==> src/common/uir_regs.svh <==
// register offsets, field positions, reset values and trigger levels of the uart register block
// assumes nothing: definitions only
`ifndef UIR_REGS_SVH
`define UIR_REGS_SVH

// ----------------------------------------
// offsets on the three address lines
// ----------------------------------------
`define UIR_OFS_DATA 3'h0
`define UIR_OFS_IEN 3'h1
`define UIR_OFS_ISTAT 3'h2
`define UIR_OFS_LCTL 3'h3
`define UIR_OFS_MCTL 3'h4
`define UIR_OFS_LSTAT 3'h5
`define UIR_OFS_MSTAT 3'h6
`define UIR_OFS_SCRATCH 3'h7

// ----------------------------------------
// field positions and special values
// ----------------------------------------
`define UIR_LCR_DIV_BIT 7
`define UIR_LCR_ENH_VALUE 8'hBF
`define UIR_EFR_UNLOCK_BIT 4
`define UIR_XFR_LSR_MODE_BIT 3
`define UIR_FCR_EN_BIT 0
`define UIR_FCR_RXRST_BIT 1
`define UIR_FCR_TXRST_BIT 2
`define UIR_IER_RX_BIT 0
`define UIR_IER_TX_BIT 1
`define UIR_IER_LS_BIT 2
`define UIR_IER_MS_BIT 3

// ----------------------------------------
// status codes and reset values
// ----------------------------------------
`define UIR_ISR_LINE 6'h06
`define UIR_ISR_RXDATA 6'h04
`define UIR_ISR_TRANSMIT_READY_IRQ 6'h02
`define UIR_ISR_MODEM 6'h00
`define UIR_ISR_NONE 6'h01
`define UIR_RST_REG 8'h00
`define UIR_RST_LCR 8'h03

// ----------------------------------------
// receive trigger levels, fifo of eight
// ----------------------------------------
`define UIR_RX_TRIG_0 4'h1
`define UIR_RX_TRIG_1 4'h2
`define UIR_RX_TRIG_2 4'h4
`define UIR_RX_TRIG_3 4'h7
`define UIR_FIFO_DEPTH 8

`endif

==> src/common/uir_pkg.sv <==
// types shared by the uart register block
// needs nothing from uir_regs.svh: types only, no constants
package uir_pkg;

  typedef struct packed {
    logic rd;
    logic wr;
    logic [2:0] addr;
    logic [7:0] wdata;
  } uir_bus_req_t;

  // received character with its error flags
  typedef struct packed {
    logic brk;
    logic frm;
    logic par;
    logic [7:0] data;
  } uir_rx_char_t;

  typedef struct packed {
    logic [15:0] divisor;
    logic [7:0] line_control_reg;
    logic [7:0] modem_control_reg;
    logic [7:0] enhanced_feature_ctrl;
    logic [7:0] extra_feature_reg;
    logic [7:0] infrared_pulse_width_reg;
    logic [7:0] resume_one;
    logic [7:0] resume_two;
    logic [7:0] pause_one;
    logic [7:0] pause_two;
    logic fifo_en;
    logic [1:0] tx_trig;
  } uir_cfg_t;

  typedef struct packed {
    logic [7:0] line_control_reg;
    logic [7:0] dll;
    logic [7:0] divisor_high;
    logic [7:0] irq_enable_reg;
    logic [7:0] enhanced_feature_ctrl;
    logic [7:0] modem_control_reg;
    logic [7:0] extra_feature_reg;
    logic [7:0] infrared_pulse_width_reg;
    logic [7:0] spr;
    logic [7:0] resume_char_one;
    logic [7:0] resume_char_two;
    logic [7:0] pause_char_one;
    logic [7:0] pause_char_two;
    logic fifo_en;
    logic [1:0] rx_trig;
    logic [1:0] tx_trig;
    logic [7:0] tx_holding_reg;
    logic thr_full;
    logic ovr;
    logic ls_pend;
    logic tx_pend;
    logic hd_fresh;
    logic [3:0] err_cnt;
    logic [7:0] rd_data;
    logic irq;
  } uir_state_t;

endpackage : uir_pkg

==> src/uir_top.sv <==
// uart host register block: divisor, enhanced and flow-control registers, interrupt enables and line status
// assumes one clock, a synchronous host bus with one-cycle rd/wr strobes, and outside serial datapaths
`timescale 1ns/100ps
`include "uir_regs.svh"
`default_nettype none

// ----------------------------------------
// receive fifo
// ----------------------------------------
module uir_fifo #(
  parameter int WIDTH = 11,
  parameter int DEPTH = 8
) (
  input wire logic clk,
  input wire logic srst,
  input wire logic flush,
  input wire logic in_vld,
  output logic in_rdy,
  input wire logic [WIDTH-1:0] in_data,
  output logic out_vld,
  input wire logic out_rdy,
  output logic [WIDTH-1:0] out_data,
  output logic [$clog2(DEPTH+1)-1:0] level
);
  localparam int PW = $clog2(DEPTH);
  localparam int CW = $clog2(DEPTH+1);

  typedef struct packed {
    logic [PW-1:0] wp;
    logic [PW-1:0] rp;
    logic [CW-1:0] cnt;
    logic in_rdy;
    logic out_vld;
  } uir_fifo_state_t;

  uir_fifo_state_t st_ff;
  uir_fifo_state_t nxt_st;
  logic [WIDTH-1:0] mem_ff [DEPTH];
  logic push;
  logic pop;

  assign push = in_vld && st_ff.in_rdy;
  assign pop = out_rdy && st_ff.out_vld;
  assign in_rdy = st_ff.in_rdy;
  assign out_vld = st_ff.out_vld;
  assign out_data = mem_ff[st_ff.rp];
  assign level = st_ff.cnt;

  always_comb begin
    nxt_st = st_ff;
    if (flush) begin
      nxt_st.wp = '0;
      nxt_st.rp = '0;
      nxt_st.cnt = '0;
    end else begin
      if (push) begin
        nxt_st.wp = (st_ff.wp == PW'(DEPTH - 1)) ? '0 : st_ff.wp + 1'b1;
      end
      if (pop) begin
        nxt_st.rp = (st_ff.rp == PW'(DEPTH - 1)) ? '0 : st_ff.rp + 1'b1;
      end
      nxt_st.cnt = st_ff.cnt + CW'(push) - CW'(pop);
    end
    // flags registered so both handshake outputs come from flops
    nxt_st.in_rdy = nxt_st.cnt != CW'(DEPTH);
    nxt_st.out_vld = nxt_st.cnt != '0;
  end

  always_ff @(posedge clk) begin
    if (srst) begin
      st_ff <= '0;
    end else begin
      st_ff <= nxt_st;
    end
  end

  // storage needs no reset, only written on a push
  always_ff @(posedge clk) begin
    if (push && !flush) begin
      mem_ff[st_ff.wp] <= in_data;
    end
  end
endmodule : uir_fifo

// ----------------------------------------
// register block
// ----------------------------------------
module uir_top import uir_pkg::*; #(
  parameter logic [7:0] REVISION_CODE = 8'h01,
  parameter logic [7:0] DEVICE_CODE = 8'h5A // arbitrary value
) (
  input wire logic clk,
  input wire logic srst,
  input wire uir_bus_req_t bus_req,
  output logic [7:0] bus_rdata,
  output logic irq,
  input wire logic rx_vld,
  output logic rx_rdy,
  input wire uir_rx_char_t rx_char,
  input wire logic rx_overrun,
  output logic tx_vld,
  output logic [7:0] tx_data,
  input wire logic tx_take,
  input wire logic tsr_empty,
  input wire logic [7:0] modem_in,
  output uir_cfg_t cfg
);

  uir_state_t st_ff;
  uir_state_t nxt_st;
  uir_rx_char_t head;
  logic head_vld;
  logic [3:0] level;
  logic rd_data_pop;
  logic rx_push;
  logic enh;
  logic dlab;
  logic unlock;
  logic [7:0] line_status_reg;
  logic [7:0] irq_status_reg;
  logic rx_src;
  logic ms_src;
  logic rx_flush;

  function automatic logic [3:0] trig_level(input logic [1:0] sel);
    case (sel)
      2'h0: trig_level = `UIR_RX_TRIG_0;
      2'h1: trig_level = `UIR_RX_TRIG_1;
      2'h2: trig_level = `UIR_RX_TRIG_2;
      default: trig_level = `UIR_RX_TRIG_3;
    endcase
  endfunction : trig_level

  function automatic logic has_err(input uir_rx_char_t c);
    has_err = c.brk || c.frm || c.par;
  endfunction : has_err

  assign enh = st_ff.line_control_reg == `UIR_LCR_ENH_VALUE;
  assign dlab = st_ff.line_control_reg[`UIR_LCR_DIV_BIT];
  assign unlock = st_ff.enhanced_feature_ctrl[`UIR_EFR_UNLOCK_BIT];
  assign rx_push = rx_vld && rx_rdy;
  assign rd_data_pop = bus_req.rd && !dlab && bus_req.addr == `UIR_OFS_DATA;
  assign rx_flush = bus_req.wr && !dlab && bus_req.addr == `UIR_OFS_ISTAT
    && bus_req.wdata[`UIR_FCR_EN_BIT] && bus_req.wdata[`UIR_FCR_RXRST_BIT];

  uir_fifo #(
    .WIDTH(11),
    .DEPTH(`UIR_FIFO_DEPTH)
  ) u_rx_fifo (
    .clk(clk),
    .srst(srst),
    .flush(rx_flush),
    .in_vld(rx_vld),
    .in_rdy(rx_rdy),
    .in_data(rx_char),
    .out_vld(head_vld),
    .out_rdy(rd_data_pop),
    .out_data(head),
    .level(level)
  );

  // ----------------------------------------
  // status views
  // ----------------------------------------
  always_comb begin
    line_status_reg = 8'h00;
    line_status_reg[0] = head_vld;
    line_status_reg[1] = st_ff.ovr;
    line_status_reg[2] = head_vld && head.par;
    line_status_reg[3] = head_vld && head.frm;
    line_status_reg[4] = head_vld && head.brk;
    line_status_reg[5] = !st_ff.thr_full;
    line_status_reg[6] = !st_ff.thr_full && tsr_empty;
    line_status_reg[7] = st_ff.err_cnt != 4'h0;
  end

  // fifo mode waits for the trigger, plain mode for one character
  assign rx_src = st_ff.fifo_en ? (level >= trig_level(st_ff.rx_trig)) : head_vld;
  assign ms_src = modem_in[3:0] != 4'h0;

  always_comb begin
    irq_status_reg = 8'h00;
    irq_status_reg[7:6] = {2{st_ff.fifo_en}};
    // sources masked individually by the enable register
    if (st_ff.irq_enable_reg[`UIR_IER_LS_BIT] && st_ff.ls_pend) begin
      irq_status_reg[5:0] = `UIR_ISR_LINE;
    end else if (st_ff.irq_enable_reg[`UIR_IER_RX_BIT] && rx_src) begin
      irq_status_reg[5:0] = `UIR_ISR_RXDATA;
    end else if (st_ff.irq_enable_reg[`UIR_IER_TX_BIT] && st_ff.tx_pend) begin
      irq_status_reg[5:0] = `UIR_ISR_TRANSMIT_READY_IRQ;
    end else if (st_ff.irq_enable_reg[`UIR_IER_MS_BIT] && ms_src) begin
      irq_status_reg[5:0] = `UIR_ISR_MODEM;
    end else begin
      irq_status_reg[5:0] = `UIR_ISR_NONE;
    end
  end

  // ----------------------------------------
  // next state
  // ----------------------------------------
  always_comb begin
    nxt_st = st_ff;
    nxt_st.rd_data = 8'h00;
    // host side: reads
    if (bus_req.rd) begin
      unique case (bus_req.addr)
        `UIR_OFS_DATA: begin
          if (dlab && !enh) begin
            // zero divisor exposes the identity bytes
            nxt_st.rd_data = ({st_ff.divisor_high, st_ff.dll} == 16'h0000) ? REVISION_CODE : st_ff.dll;
          end else if (!dlab) begin
            nxt_st.rd_data = head.data;
          end
        end
        `UIR_OFS_IEN: begin
          if (dlab && !enh) begin
            nxt_st.rd_data = ({st_ff.divisor_high, st_ff.dll} == 16'h0000) ? DEVICE_CODE : st_ff.divisor_high;
          end else if (!dlab) begin
            nxt_st.rd_data = st_ff.irq_enable_reg;
          end
        end
        `UIR_OFS_ISTAT: begin
          if (enh) begin
            nxt_st.rd_data = st_ff.enhanced_feature_ctrl;
          end else if (!dlab) begin
            nxt_st.rd_data = irq_status_reg;
            nxt_st.tx_pend = 1'b0;
          end
        end
        `UIR_OFS_LCTL: nxt_st.rd_data = st_ff.line_control_reg;
        `UIR_OFS_MCTL: nxt_st.rd_data = enh ? st_ff.resume_char_one : (dlab ? 8'h00 : st_ff.modem_control_reg);
        `UIR_OFS_LSTAT: begin
          if (enh) begin
            nxt_st.rd_data = st_ff.resume_char_two;
          end else if (!dlab) begin
            nxt_st.rd_data = line_status_reg;
            nxt_st.ls_pend = 1'b0;
            nxt_st.ovr = 1'b0;
          end
        end
        `UIR_OFS_MSTAT: begin
          if (enh) begin
            nxt_st.rd_data = st_ff.pause_char_one;
          end else if (!dlab) begin
            nxt_st.rd_data = unlock ? modem_in : {4'h0, modem_in[3:0]};
          end
        end
        `UIR_OFS_SCRATCH: nxt_st.rd_data = enh ? st_ff.pause_char_two : (dlab ? 8'h00 : st_ff.spr);
      endcase
    end
    // host side: writes
    if (bus_req.wr) begin
      unique case (bus_req.addr)
        `UIR_OFS_DATA: begin
          if (dlab && !enh) begin
            nxt_st.dll = bus_req.wdata;
          end else if (!dlab) begin
            nxt_st.tx_holding_reg = bus_req.wdata;
            nxt_st.thr_full = 1'b1;
            nxt_st.tx_pend = 1'b0;
          end
        end
        `UIR_OFS_IEN: begin
          if (dlab && !enh) begin
            nxt_st.divisor_high = bus_req.wdata;
          end else if (!dlab) begin
            nxt_st.irq_enable_reg[3:0] = bus_req.wdata[3:0];
            if (unlock) begin
              nxt_st.irq_enable_reg[7:4] = bus_req.wdata[7:4];
            end
            // turning the enable on while already empty raises it at once
            if (bus_req.wdata[`UIR_IER_TX_BIT] && !st_ff.irq_enable_reg[`UIR_IER_TX_BIT] && !st_ff.thr_full) begin
              nxt_st.tx_pend = 1'b1;
            end
          end
        end
        `UIR_OFS_ISTAT: begin
          if (enh) begin
            nxt_st.enhanced_feature_ctrl = bus_req.wdata;
          end else if (!dlab) begin
            nxt_st.fifo_en = bus_req.wdata[`UIR_FCR_EN_BIT];
            // other fields only take effect with the enable bit set
            if (bus_req.wdata[`UIR_FCR_EN_BIT]) begin
              nxt_st.rx_trig = bus_req.wdata[7:6];
              if (unlock) begin
                nxt_st.tx_trig = bus_req.wdata[5:4];
              end
              if (bus_req.wdata[`UIR_FCR_TXRST_BIT]) begin
                nxt_st.thr_full = 1'b0;
              end
              if (bus_req.wdata[`UIR_FCR_RXRST_BIT]) begin
                nxt_st.err_cnt = 4'h0;
              end
            end
          end
        end
        `UIR_OFS_LCTL: nxt_st.line_control_reg = bus_req.wdata;
        `UIR_OFS_MCTL: begin
          if (enh) begin
            nxt_st.resume_char_one = bus_req.wdata;
          end else if (!dlab) begin
            nxt_st.modem_control_reg[4:0] = bus_req.wdata[4:0];
            if (unlock) begin
              nxt_st.modem_control_reg[7:5] = bus_req.wdata[7:5];
            end
          end
        end
        `UIR_OFS_LSTAT: begin
          if (enh) begin
            nxt_st.resume_char_two = bus_req.wdata;
          end else if (!dlab && unlock) begin
            nxt_st.extra_feature_reg = bus_req.wdata;
          end
        end
        `UIR_OFS_MSTAT: begin
          if (enh) begin
            nxt_st.pause_char_one = bus_req.wdata;
          end else if (!dlab && unlock) begin
            nxt_st.infrared_pulse_width_reg = bus_req.wdata;
          end
        end
        `UIR_OFS_SCRATCH: begin
          if (enh) begin
            nxt_st.pause_char_two = bus_req.wdata;
          end else if (!dlab) begin
            nxt_st.spr = bus_req.wdata;
          end
        end
      endcase
    end
    // ----------------------------------------
    // hardware events, applied last so a set beats a clear
    // ----------------------------------------
    if (tx_take && st_ff.thr_full && !(bus_req.wr && !dlab && bus_req.addr == `UIR_OFS_DATA)) begin
      nxt_st.thr_full = 1'b0;
      nxt_st.tx_pend = 1'b1;
    end
    if (!rx_flush) begin
      nxt_st.err_cnt = st_ff.err_cnt + 4'(rx_push && has_err(rx_char))
        - 4'(rd_data_pop && head_vld && has_err(head));
    end
    if (rx_overrun) begin
      nxt_st.ovr = 1'b1;
      nxt_st.ls_pend = 1'b1;
    end
    // error reported on arrival or when it becomes the head byte
    if (st_ff.extra_feature_reg[`UIR_XFR_LSR_MODE_BIT]) begin
      if (rx_push && has_err(rx_char)) begin
        nxt_st.ls_pend = 1'b1;
      end
    end else if (st_ff.hd_fresh && head_vld && has_err(head)) begin
      nxt_st.ls_pend = 1'b1;
    end
    nxt_st.hd_fresh = rd_data_pop || (rx_push && !head_vld);
    // polled mode is simply all four enables clear
    nxt_st.irq = irq_status_reg[0] == 1'b0;
  end

  always_ff @(posedge clk) begin
    if (srst) begin
      st_ff <= '0;
      st_ff.line_control_reg <= `UIR_RST_LCR;
      st_ff.irq_enable_reg <= `UIR_RST_REG;
    end else begin
      st_ff <= nxt_st;
    end
  end

  // ----------------------------------------
  // outputs
  // ----------------------------------------
  assign bus_rdata = st_ff.rd_data;
  assign irq = st_ff.irq;
  assign tx_vld = st_ff.thr_full;
  assign tx_data = st_ff.tx_holding_reg;

  always_comb begin
    cfg.divisor = {st_ff.divisor_high, st_ff.dll};
    cfg.line_control_reg = st_ff.line_control_reg;
    cfg.modem_control_reg = st_ff.modem_control_reg;
    cfg.enhanced_feature_ctrl = st_ff.enhanced_feature_ctrl;
    cfg.extra_feature_reg = st_ff.extra_feature_reg;
    cfg.infrared_pulse_width_reg = st_ff.infrared_pulse_width_reg;
    cfg.resume_one = st_ff.resume_char_one;
    cfg.resume_two = st_ff.resume_char_two;
    cfg.pause_one = st_ff.pause_char_one;
    cfg.pause_two = st_ff.pause_char_two;
    cfg.fifo_en = st_ff.fifo_en;
    cfg.tx_trig = st_ff.tx_trig;
  end
endmodule : uir_top

`default_nettype wire

==> config.mk <==
export PLATFORM = sky130hd
export DESIGN_NAME = uir_top
export DESIGN_NICKNAME = d
export VERILOG_FILES = /design/src/common/uir_pkg.sv /design/src/uir_top.sv
export VERILOG_INCLUDE_DIRS = /design/src /design/src/common
export SDC_FILE = /design/constraint.sdc
export NUM_CORES = 1
export LEC_CHECK = 0
export BUFFER_PORTS_ARGS = -buffer_cell sky130_fd_sc_hd__clkbuf_2
export CORE_UTILIZATION = 61
export CTS_CLUSTER_DIAMETER = 120
export DETAILED_ROUTE_END_ITERATION = 6
export HOLD_SLACK_MARGIN = 0.12
export PLACE_DENSITY = 0.84
export SLEW_MARGIN = 20
export SYNTH_ARGS = -nofsm -noshare
export SYNTH_HDL_FRONTEND = slang
export SYNTH_HIERARCHICAL = 1
export SYNTH_SLANG_ARGS = --single-unit
==> constraint.sdc <==
create_clock -name clk -period 5.1 [get_ports clk]
set_clock_uncertainty 0.1 [all_clocks]
set_input_delay 0.51 -clock clk [delete_from_list [all_inputs] [get_ports clk]]
set_output_delay 0.51 -clock clk [all_outputs]
set_load 0.05 [all_outputs]
==> impl_metrics.yaml, run 1 <==
global_route:
  grt_pass1_wl_mm: 43.3
  met2_usage_pct: 49.1
  grt_remaining_overflow: 0
  grtUsageTotal_pct: 30.5
  grt_pass1_vias: 7705
  top_usage_layer: "met2"
  met3_usage_pct: 4.31
  grt_max_degree: 73
  grt_antenna_before_repair: 0
  use_met1_pct: 40.7
setup_path:
  endpoint_kind: "flip-flop"
  critPathMaxFanout: 12
  cpPeakStageDelay_ns: 0.69
  crit_required_ns: 5.40
  crit_arrival_ns: 4.07
  path_class: "flip-flop to flip-flop"
  cp_slowest_cell: "dfxtp_1"
  ff2ff_path_depth: 11
  crit_path_start_kind: "flip-flop"
  crit_path_cell_trace: "buf_4, mux4_1, mux2_2, o31ai_1, nor2_1, ha_1, inv_1, ha_1, fa_1, xnor2_1, nor2_1"
synthesis:
  ys_warn_count: 6
  syn_area_um2: 11300
  synth_seq_cells: 238
  synth_cells: 1081
  syn_area_per_cell_um2: 10.4
  ys_types: 68
  ys_seq_area_share_pct: 50.1
  syn_nets: 1139
  synthArstFlopShare_pct: 0
  synth-edff-count: 88
  synth-main-ff-cell: "dfxtp_1"
sta:
  fin_crit_sh_pct: 73.9
  period_minus_slack_ns: 3.77
  tns_ns: 0
  grt_setup_unrepaired: "false"
  relSlewSlack_pct: 28.9
  final_max_slew_viol_count: 0
  worstMarginPinSlew_ns: 1.06
  setup_viol: 0
  hold_violations: 0
  fmax_ghz: 0.265
clock_network:
  clockBufferDepth: 3
  htreeDepth: 1
  clkTransAtPathRegs_ns: 0.06
  cts_resized: 0
  postCtsSetupBuffers: 0
  clock_sinks: 238
  cts_tree: "built"
  numCtsBuffers: 24
  cts-root-buf: "clkbuf_16"
  ctsHoldBuffers: 0
  clk_latency_ns: 0.53
placement:
  place_hpwl_mm: 19.8
  port_buffers: 147
  dp.cells: 1290
  post_dp_cell_area_um2: 11200
  gp_congestion: 1.02
cells_and_area:
  area_growth_pct: 6.23
  final_layout_size_suffix_gt1_share_pct: 19.4
  diodes: 0
  nets: 1145
  largest_reg_flops: 91
  final_cells: 1334
  layout_common_cells: "150 x dfxtp_1, 146 x clkbuf_2, 143 x nand2_1"
  final_area_um2: 12000
  final_common_cell: "dfxtp_1"
routing:
  vias_per_cell: 6.34
  dr.pass1.iters: 5
  dr_total_vias: 8453
  ant_nets: 0
  drt_iter0_drc: 1009
  routed_wl_mm: 29.2
  wl_per_cell_um: 21.9
  drc: 0
floorplan:
  start_util_pct: 62.5
  dieArea_um2: 19000
  die_w_um: 138
  core_region_area_um2: 18000
  ios: 148
  rows: 49
  dieHeight_um: 138
power_and_ir_drop:
  ir_drop_v: 0.000345
  p_sw_uw: 1070
  p_total_uw: 4190
  clockPowerShare_pct: 39.1
  p_per_area_nw_per_um2: 351
  p_sw_share_pct: 25.6
  seqPwrFrac_pct: 49.8
  internal_power_uw: 3120
  p_comb_share_pct: 11.1
  leakagePower_uw: 0.00456
job:
  cap_violations: 0
hold_path:
  hold_class: "input port to flip-flop"
  min_path_cells: 3
outcome:
  run_status: "complete, no violations"
## final timing paths
check                                                       end                     from  slack [ns]
worst max register to register           st_ff[11]$_SDFFE_PP0P_                flip-flop        1.33
worst min-delay path            line_status_reg[1]$_SDFFE_PP0P_               rx_overrun        0.18
worst max-delay path                     st_ff[11]$_SDFFE_PP0P_                flip-flop        1.33
worst min register to register          tx_data[5]$_SDFFE_PP0P_  tx_data[5]$_SDFFE_PP0P_        0.35
## power by group through the flow
stage | combinational, uW | clock [uW] | sequential [uW]
CTS | 455 | 1660 | 2090
floorplan | 327 | 0 | 2120
detailed placement | 448 | 0 | 2130
finish | 464 | 1640 | 2090
global placement | 432 | 0 | 2130
global route | 499 | 1740 | 2100
## per-stage QoR
stage                     setup slack, ns  utilization, %  hold slack [ns]
after detailed placement             1.39            62.3            0.347
after global routing                 1.13            66.4            0.183
after global placement               1.52            62.3            0.343
after CTS                            1.30            66.3            0.165
final                                1.33            66.4            0.180
after floorplan                      2.08               -            0.337
## synth_stat cells, types with 9 or more instances
library cell	n	share of area (%)
dfxtp_1	150	27
nand2_1	143	4.8
buf_4	112	7.5
a21oi_1	88	3.9
edfxtp_1	88	23
nor2_1	87	2.9
mux2i_1	64	5.7
clkbuf_1	40	1.3
nand3_1	32	1.4
mux4_1	22	5.1
ha_1	18	2.0
inv_1	18	0.60
mux2_2	16	1.6
buf_2	15	0.67
nor2b_1	12	0.67
o21ai_0	12	0.53
a22oi_1	10	0.67
and3_1	10	0.56
a221oi_1	9	0.70
## area by class of cell
cell class	count	area, um^2
clock buffers	29	619
clock inverters	15	111
fillers	1338	6060
inverters	20	75.1
multi-input cells	647	4420
flip-flops and latches	238	5650
well taps	229	287
repair buffers	156	806
## worst max-delay path: cells and delay by family (launching register included)
kind | cells | cell delay, ns
flip-flops | 1 | 0.69
multiplexers | 2 | 0.88
AND/OR/NAND/NOR | 2 | 0.14
adder cells (fa/ha/maj) | 3 | 0.93
XOR/XNOR | 1 | 0.21
buffers and inverters | 2 | 0.39
AO/OA/AOI/OAI | 1 | 0.34
## cell families (layout without fill, tap and decap cells)
group	after synthesis	after routing	share of synthesized area [%]
AND/OR/NAND/NOR	341	341	13.8
flip-flops	238	238	50.1
buffers and inverters	196	220	10.6
AO/OA/AOI/OAI	178	178	10.0
multiplexers	103	103	12.6
adder cells (fa/ha/maj)	20	20	2.36
XOR/XNOR	5	5	0.389
## layer usage
layer,part of all wire [%],up-vias
li1,-,3778
met1,39,3988
met2,46,575
met3,10,112
met4,4.9,0
met5,0,-
(Power assumes the default switching activity.)
==> inputs of run 2 (changes only) <==
ABC_AREA = 1   (was default)
CORE_UTILIZATION = 58   (was 61)
PLACE_DENSITY = 0.8   (was 0.84)
clock period = 3.6 ns   (was 5.1 ns; I/O delays follow)
==> run 2 against run 1 <==
Net effect:
- synthesized area up 0.26%
- clock power up 63%
- clock-buffer cell count up 5
- highest routed layer unchanged
- synthesized cell count up 23%
- critical path depth up 3
- first-iteration DRC count down 4.8%
- cell area up 3.4%
- critical endpoint unchanged
- hold slack worse by 0.036 ns
- utilization down 0.92 points
- die area up 5.4%
==> impl_metrics.yaml, run 2 <==
routing:
  dr.pass1.iters: 6
  vias_per_cell: 5.74
  routed_wl_mm: 30.4
  drc: 0
  drt_iter0_drc: 961
  ant_nets: 0
  dr_total_vias: 9441
  wl_per_cell_um: 18.5
sta:
  tns_ns: 0
  relSlewSlack_pct: 46.0
  grt_setup_unrepaired: "false"
  setup_viol: 0
  worstMarginPinSlew_ns: 0.807
  final_max_slew_viol_count: 0
  fmax_ghz: 0.309
  hold_violations: 0
  whs_ns: 0.144
  period_minus_slack_ns: 3.24
  fin_crit_sh_pct: 90.0
setup_path:
  endpoint_kind: "flip-flop"
  crit_path_start_kind: "flip-flop"
  ff2ff_path_depth: 14
  path_class: "flip-flop to flip-flop"
  crit_required_ns: 3.92
  crit_arrival_ns: 3.56
  critPathMaxFanout: 44
global_route:
  grt_antenna_before_repair: 0
  grt_pass1_wl_mm: 46.5
  grt_max_degree: 71
  grt_remaining_overflow: 0
  grt_pass1_vias: 8643
  grtUsageTotal_pct: 30.2
placement:
  gp_congestion: 0.988
  post_dp_cell_area_um2: 11300
  port_buffers: 147
  place_hpwl_mm: 21.0
synthesis:
  synth_compound_area_share_pct: 17.1
  syn_area_per_cell_um2: 8.52
  ys_warn_count: 6
  synth_seq_cells: 238
  syn_nets: 1383
  synthAdderAreaFrac_pct: 2.35
  synth_cells: 1325
  synth_most_common_cell: "nand2_1"
  syn_area_um2: 11300
  ys_seq_area_share_pct: 50.0
  ys_types: 40
  synth_top_area_share_pct: 26.6
  synthArstFlopShare_pct: 0
  synthMuxAreaShare_pct: 0
  synthTopCellsByArea: "dfxtp_1 27%, edfxtp_1 23%, buf_4 7.6%"
  synth_top_area_cell: "dfxtp_1"
  synth-main-ff-cell: "dfxtp_1"
  synth_top_family_by_area: "compound AO/OA/AOI/OAI gates"
  yosys-top-cells-count: "212 x nand2_1, 170 x o21ai_0, 150 x dfxtp_1, 140 x a21oi_1, 115 x buf_4"
  synth-edff-count: 88
  synthSimpleGateAreaFrac_pct: 16.3
  synth-xor-area-share_pct: 0.0776
clock_network:
  clock_sinks: 238
  postCtsSetupBuffers: 0
  cts_tree: "built"
  clkTransAtPathRegs_ns: 0.07
  cts_resized: 0
  htreeDepth: 1
  cts-root-buf: "clkbuf_16"
  clockBufferDepth: 3
  numCtsBuffers: 24
  ctsHoldBuffers: 21
  clk_latency_ns: 0.52
power_and_ir_drop:
  leakagePower_uw: 0.00537
  seqPwrFrac_pct: 46.0
  clockPowerShare_pct: 41.0
  p_per_area_nw_per_um2: 527
  p_comb_share_pct: 13.0
  internal_power_uw: 4820
  p_sw_share_pct: 25.9
  p_sw_uw: 1690
  ir_drop_v: 0.000285
hold_path:
  hold_class: "input port to flip-flop"
  min_path_cells: 3
cells_and_area:
  area_growth_pct: 9.53
  diodes: 0
  layout_common_cells: "212 x nand2_1, 170 x o21ai_0, 150 x dfxtp_1"
  largest_reg_flops: 91
  final_common_cell: "nand2_1"
  final-seq-area_um2: 5650
  final_area_um2: 12400
  multiInputGateArea_um2: 4040
  final_layout_size_suffix_gt1_share_pct: 17.3
  n_fill_cell: 1582
  nets: 1425
job:
  cap_violations: 0
floorplan:
  ios: 148
  start_util_pct: 59.7
  dieHeight_um: 142
  core_region_area_um2: 18900
  die_w_um: 142
  dieArea_um2: 20000
  rows: 50
outcome:
  run_status: "complete, no violations"
run 2: cell types whose count changed in the layout (fill, tap and decap cells not counted), sizes merged, moves of 10 or more:
cell         before  now
inv              19  106
o21ai            12  200
and3             10    0
mux2i            64    0
a21oi            88  141
nand3            32   45
mux2             16    0
o22ai             2   23
nand2           143  216
nor2b            12    0
mux4             23    0
nor2             89  128
dlygate4sd3       0   21
run 2: area by class of cell:
| cell class | count | share of cell area, % |
|---|---|---|
| inverters | 108 | 3.34 |
| clock inverters | 10 | 1.20 |
| flip-flops and latches | 238 | 45.7 |
| well taps | 260 | 2.63 |
| clock buffers | 34 | 5.67 |
| multi-input cells | 808 | 32.7 |
| repair buffers | 187 | 8.80 |
run 2: cells by family (layout without fill, tap and decap cells):
group                    after synthesis  count (layout)
AND/OR/NAND/NOR                      414             414
AO/OA/AOI/OAI                        373             373
buffers and inverters                279             339
flip-flops                           238             238
adder cells (fa/ha/maj)               20              20
XOR/XNOR                               1               1
run 2: worst max-delay path, stage by stage, from the launching register on:
cell and delay, ns:
dfxtp_1 0.68, inv_8 0.20, o21ai_0 0.21, o22ai_1 0.08, nand2_1 0.07, nand2_1 0.07
nor3_1 0.35, nor3_1 0.10, ha_1 0.29, inv_1 0.04, ha_1 0.20, fa_1 0.42
nand2_1 0.08, inv_1 0.04, nor4_1 0.22
run 2: power by group through the flow:
| stage | Sequential, uW | Clock [uW] | Combinational (uW) |
|---|---|---|---|
| finish | 2990 | 2670 | 848 |
| global route | 3000 | 2790 | 941 |
| CTS | 2990 | 2680 | 834 |
| detailed placement | 3050 | 0 | 811 |
| global placement | 3050 | 0 | 789 |
| floorplan | 3040 | 0 | 590 |
run 2: final timing paths:
kind | from | endpoint | slack, ns
max | flip-flop | st_ff[11]$_SDFFE_PP0P_ | 0.36
min | bus_req[2] | cfg[85]$_SDFFE_PP0P_ | 0.14
max reg2reg | flip-flop | st_ff[11]$_SDFFE_PP0P_ | 0.36
min reg2reg | st_ff[29]$_SDFFE_PP0P_ | st_ff[29]$_SDFFE_PP0P_ | 0.41
run 2: stage by stage:
stage / worst slack [ns] / instances / utilization, % / total power (uW)
after CTS: 0.356 / 1645 / 65.4 / 6500
after floorplan: 0.872 / 1325 / - / 3630
after global placement: 0.468 / 1580 / 59.8 / 3830
after global routing: 0.105 / 1645 / 65.4 / 6730
after detailed placement: 0.374 / 1580 / 59.8 / 3860
final: 0.359 / 1645 / 65.4 / 6510
run 2: routing by layer:
layer / track usage, % / up-vias / part of all wire (%)
met1: 40.4 / 4377 / 41
met5: 0 / - / 0
li1: - / 4423 / -
met2: 47.3 / 549 / 45
met4: 12.8 / 0 / 3.7
met3: 6.82 / 92 / 10
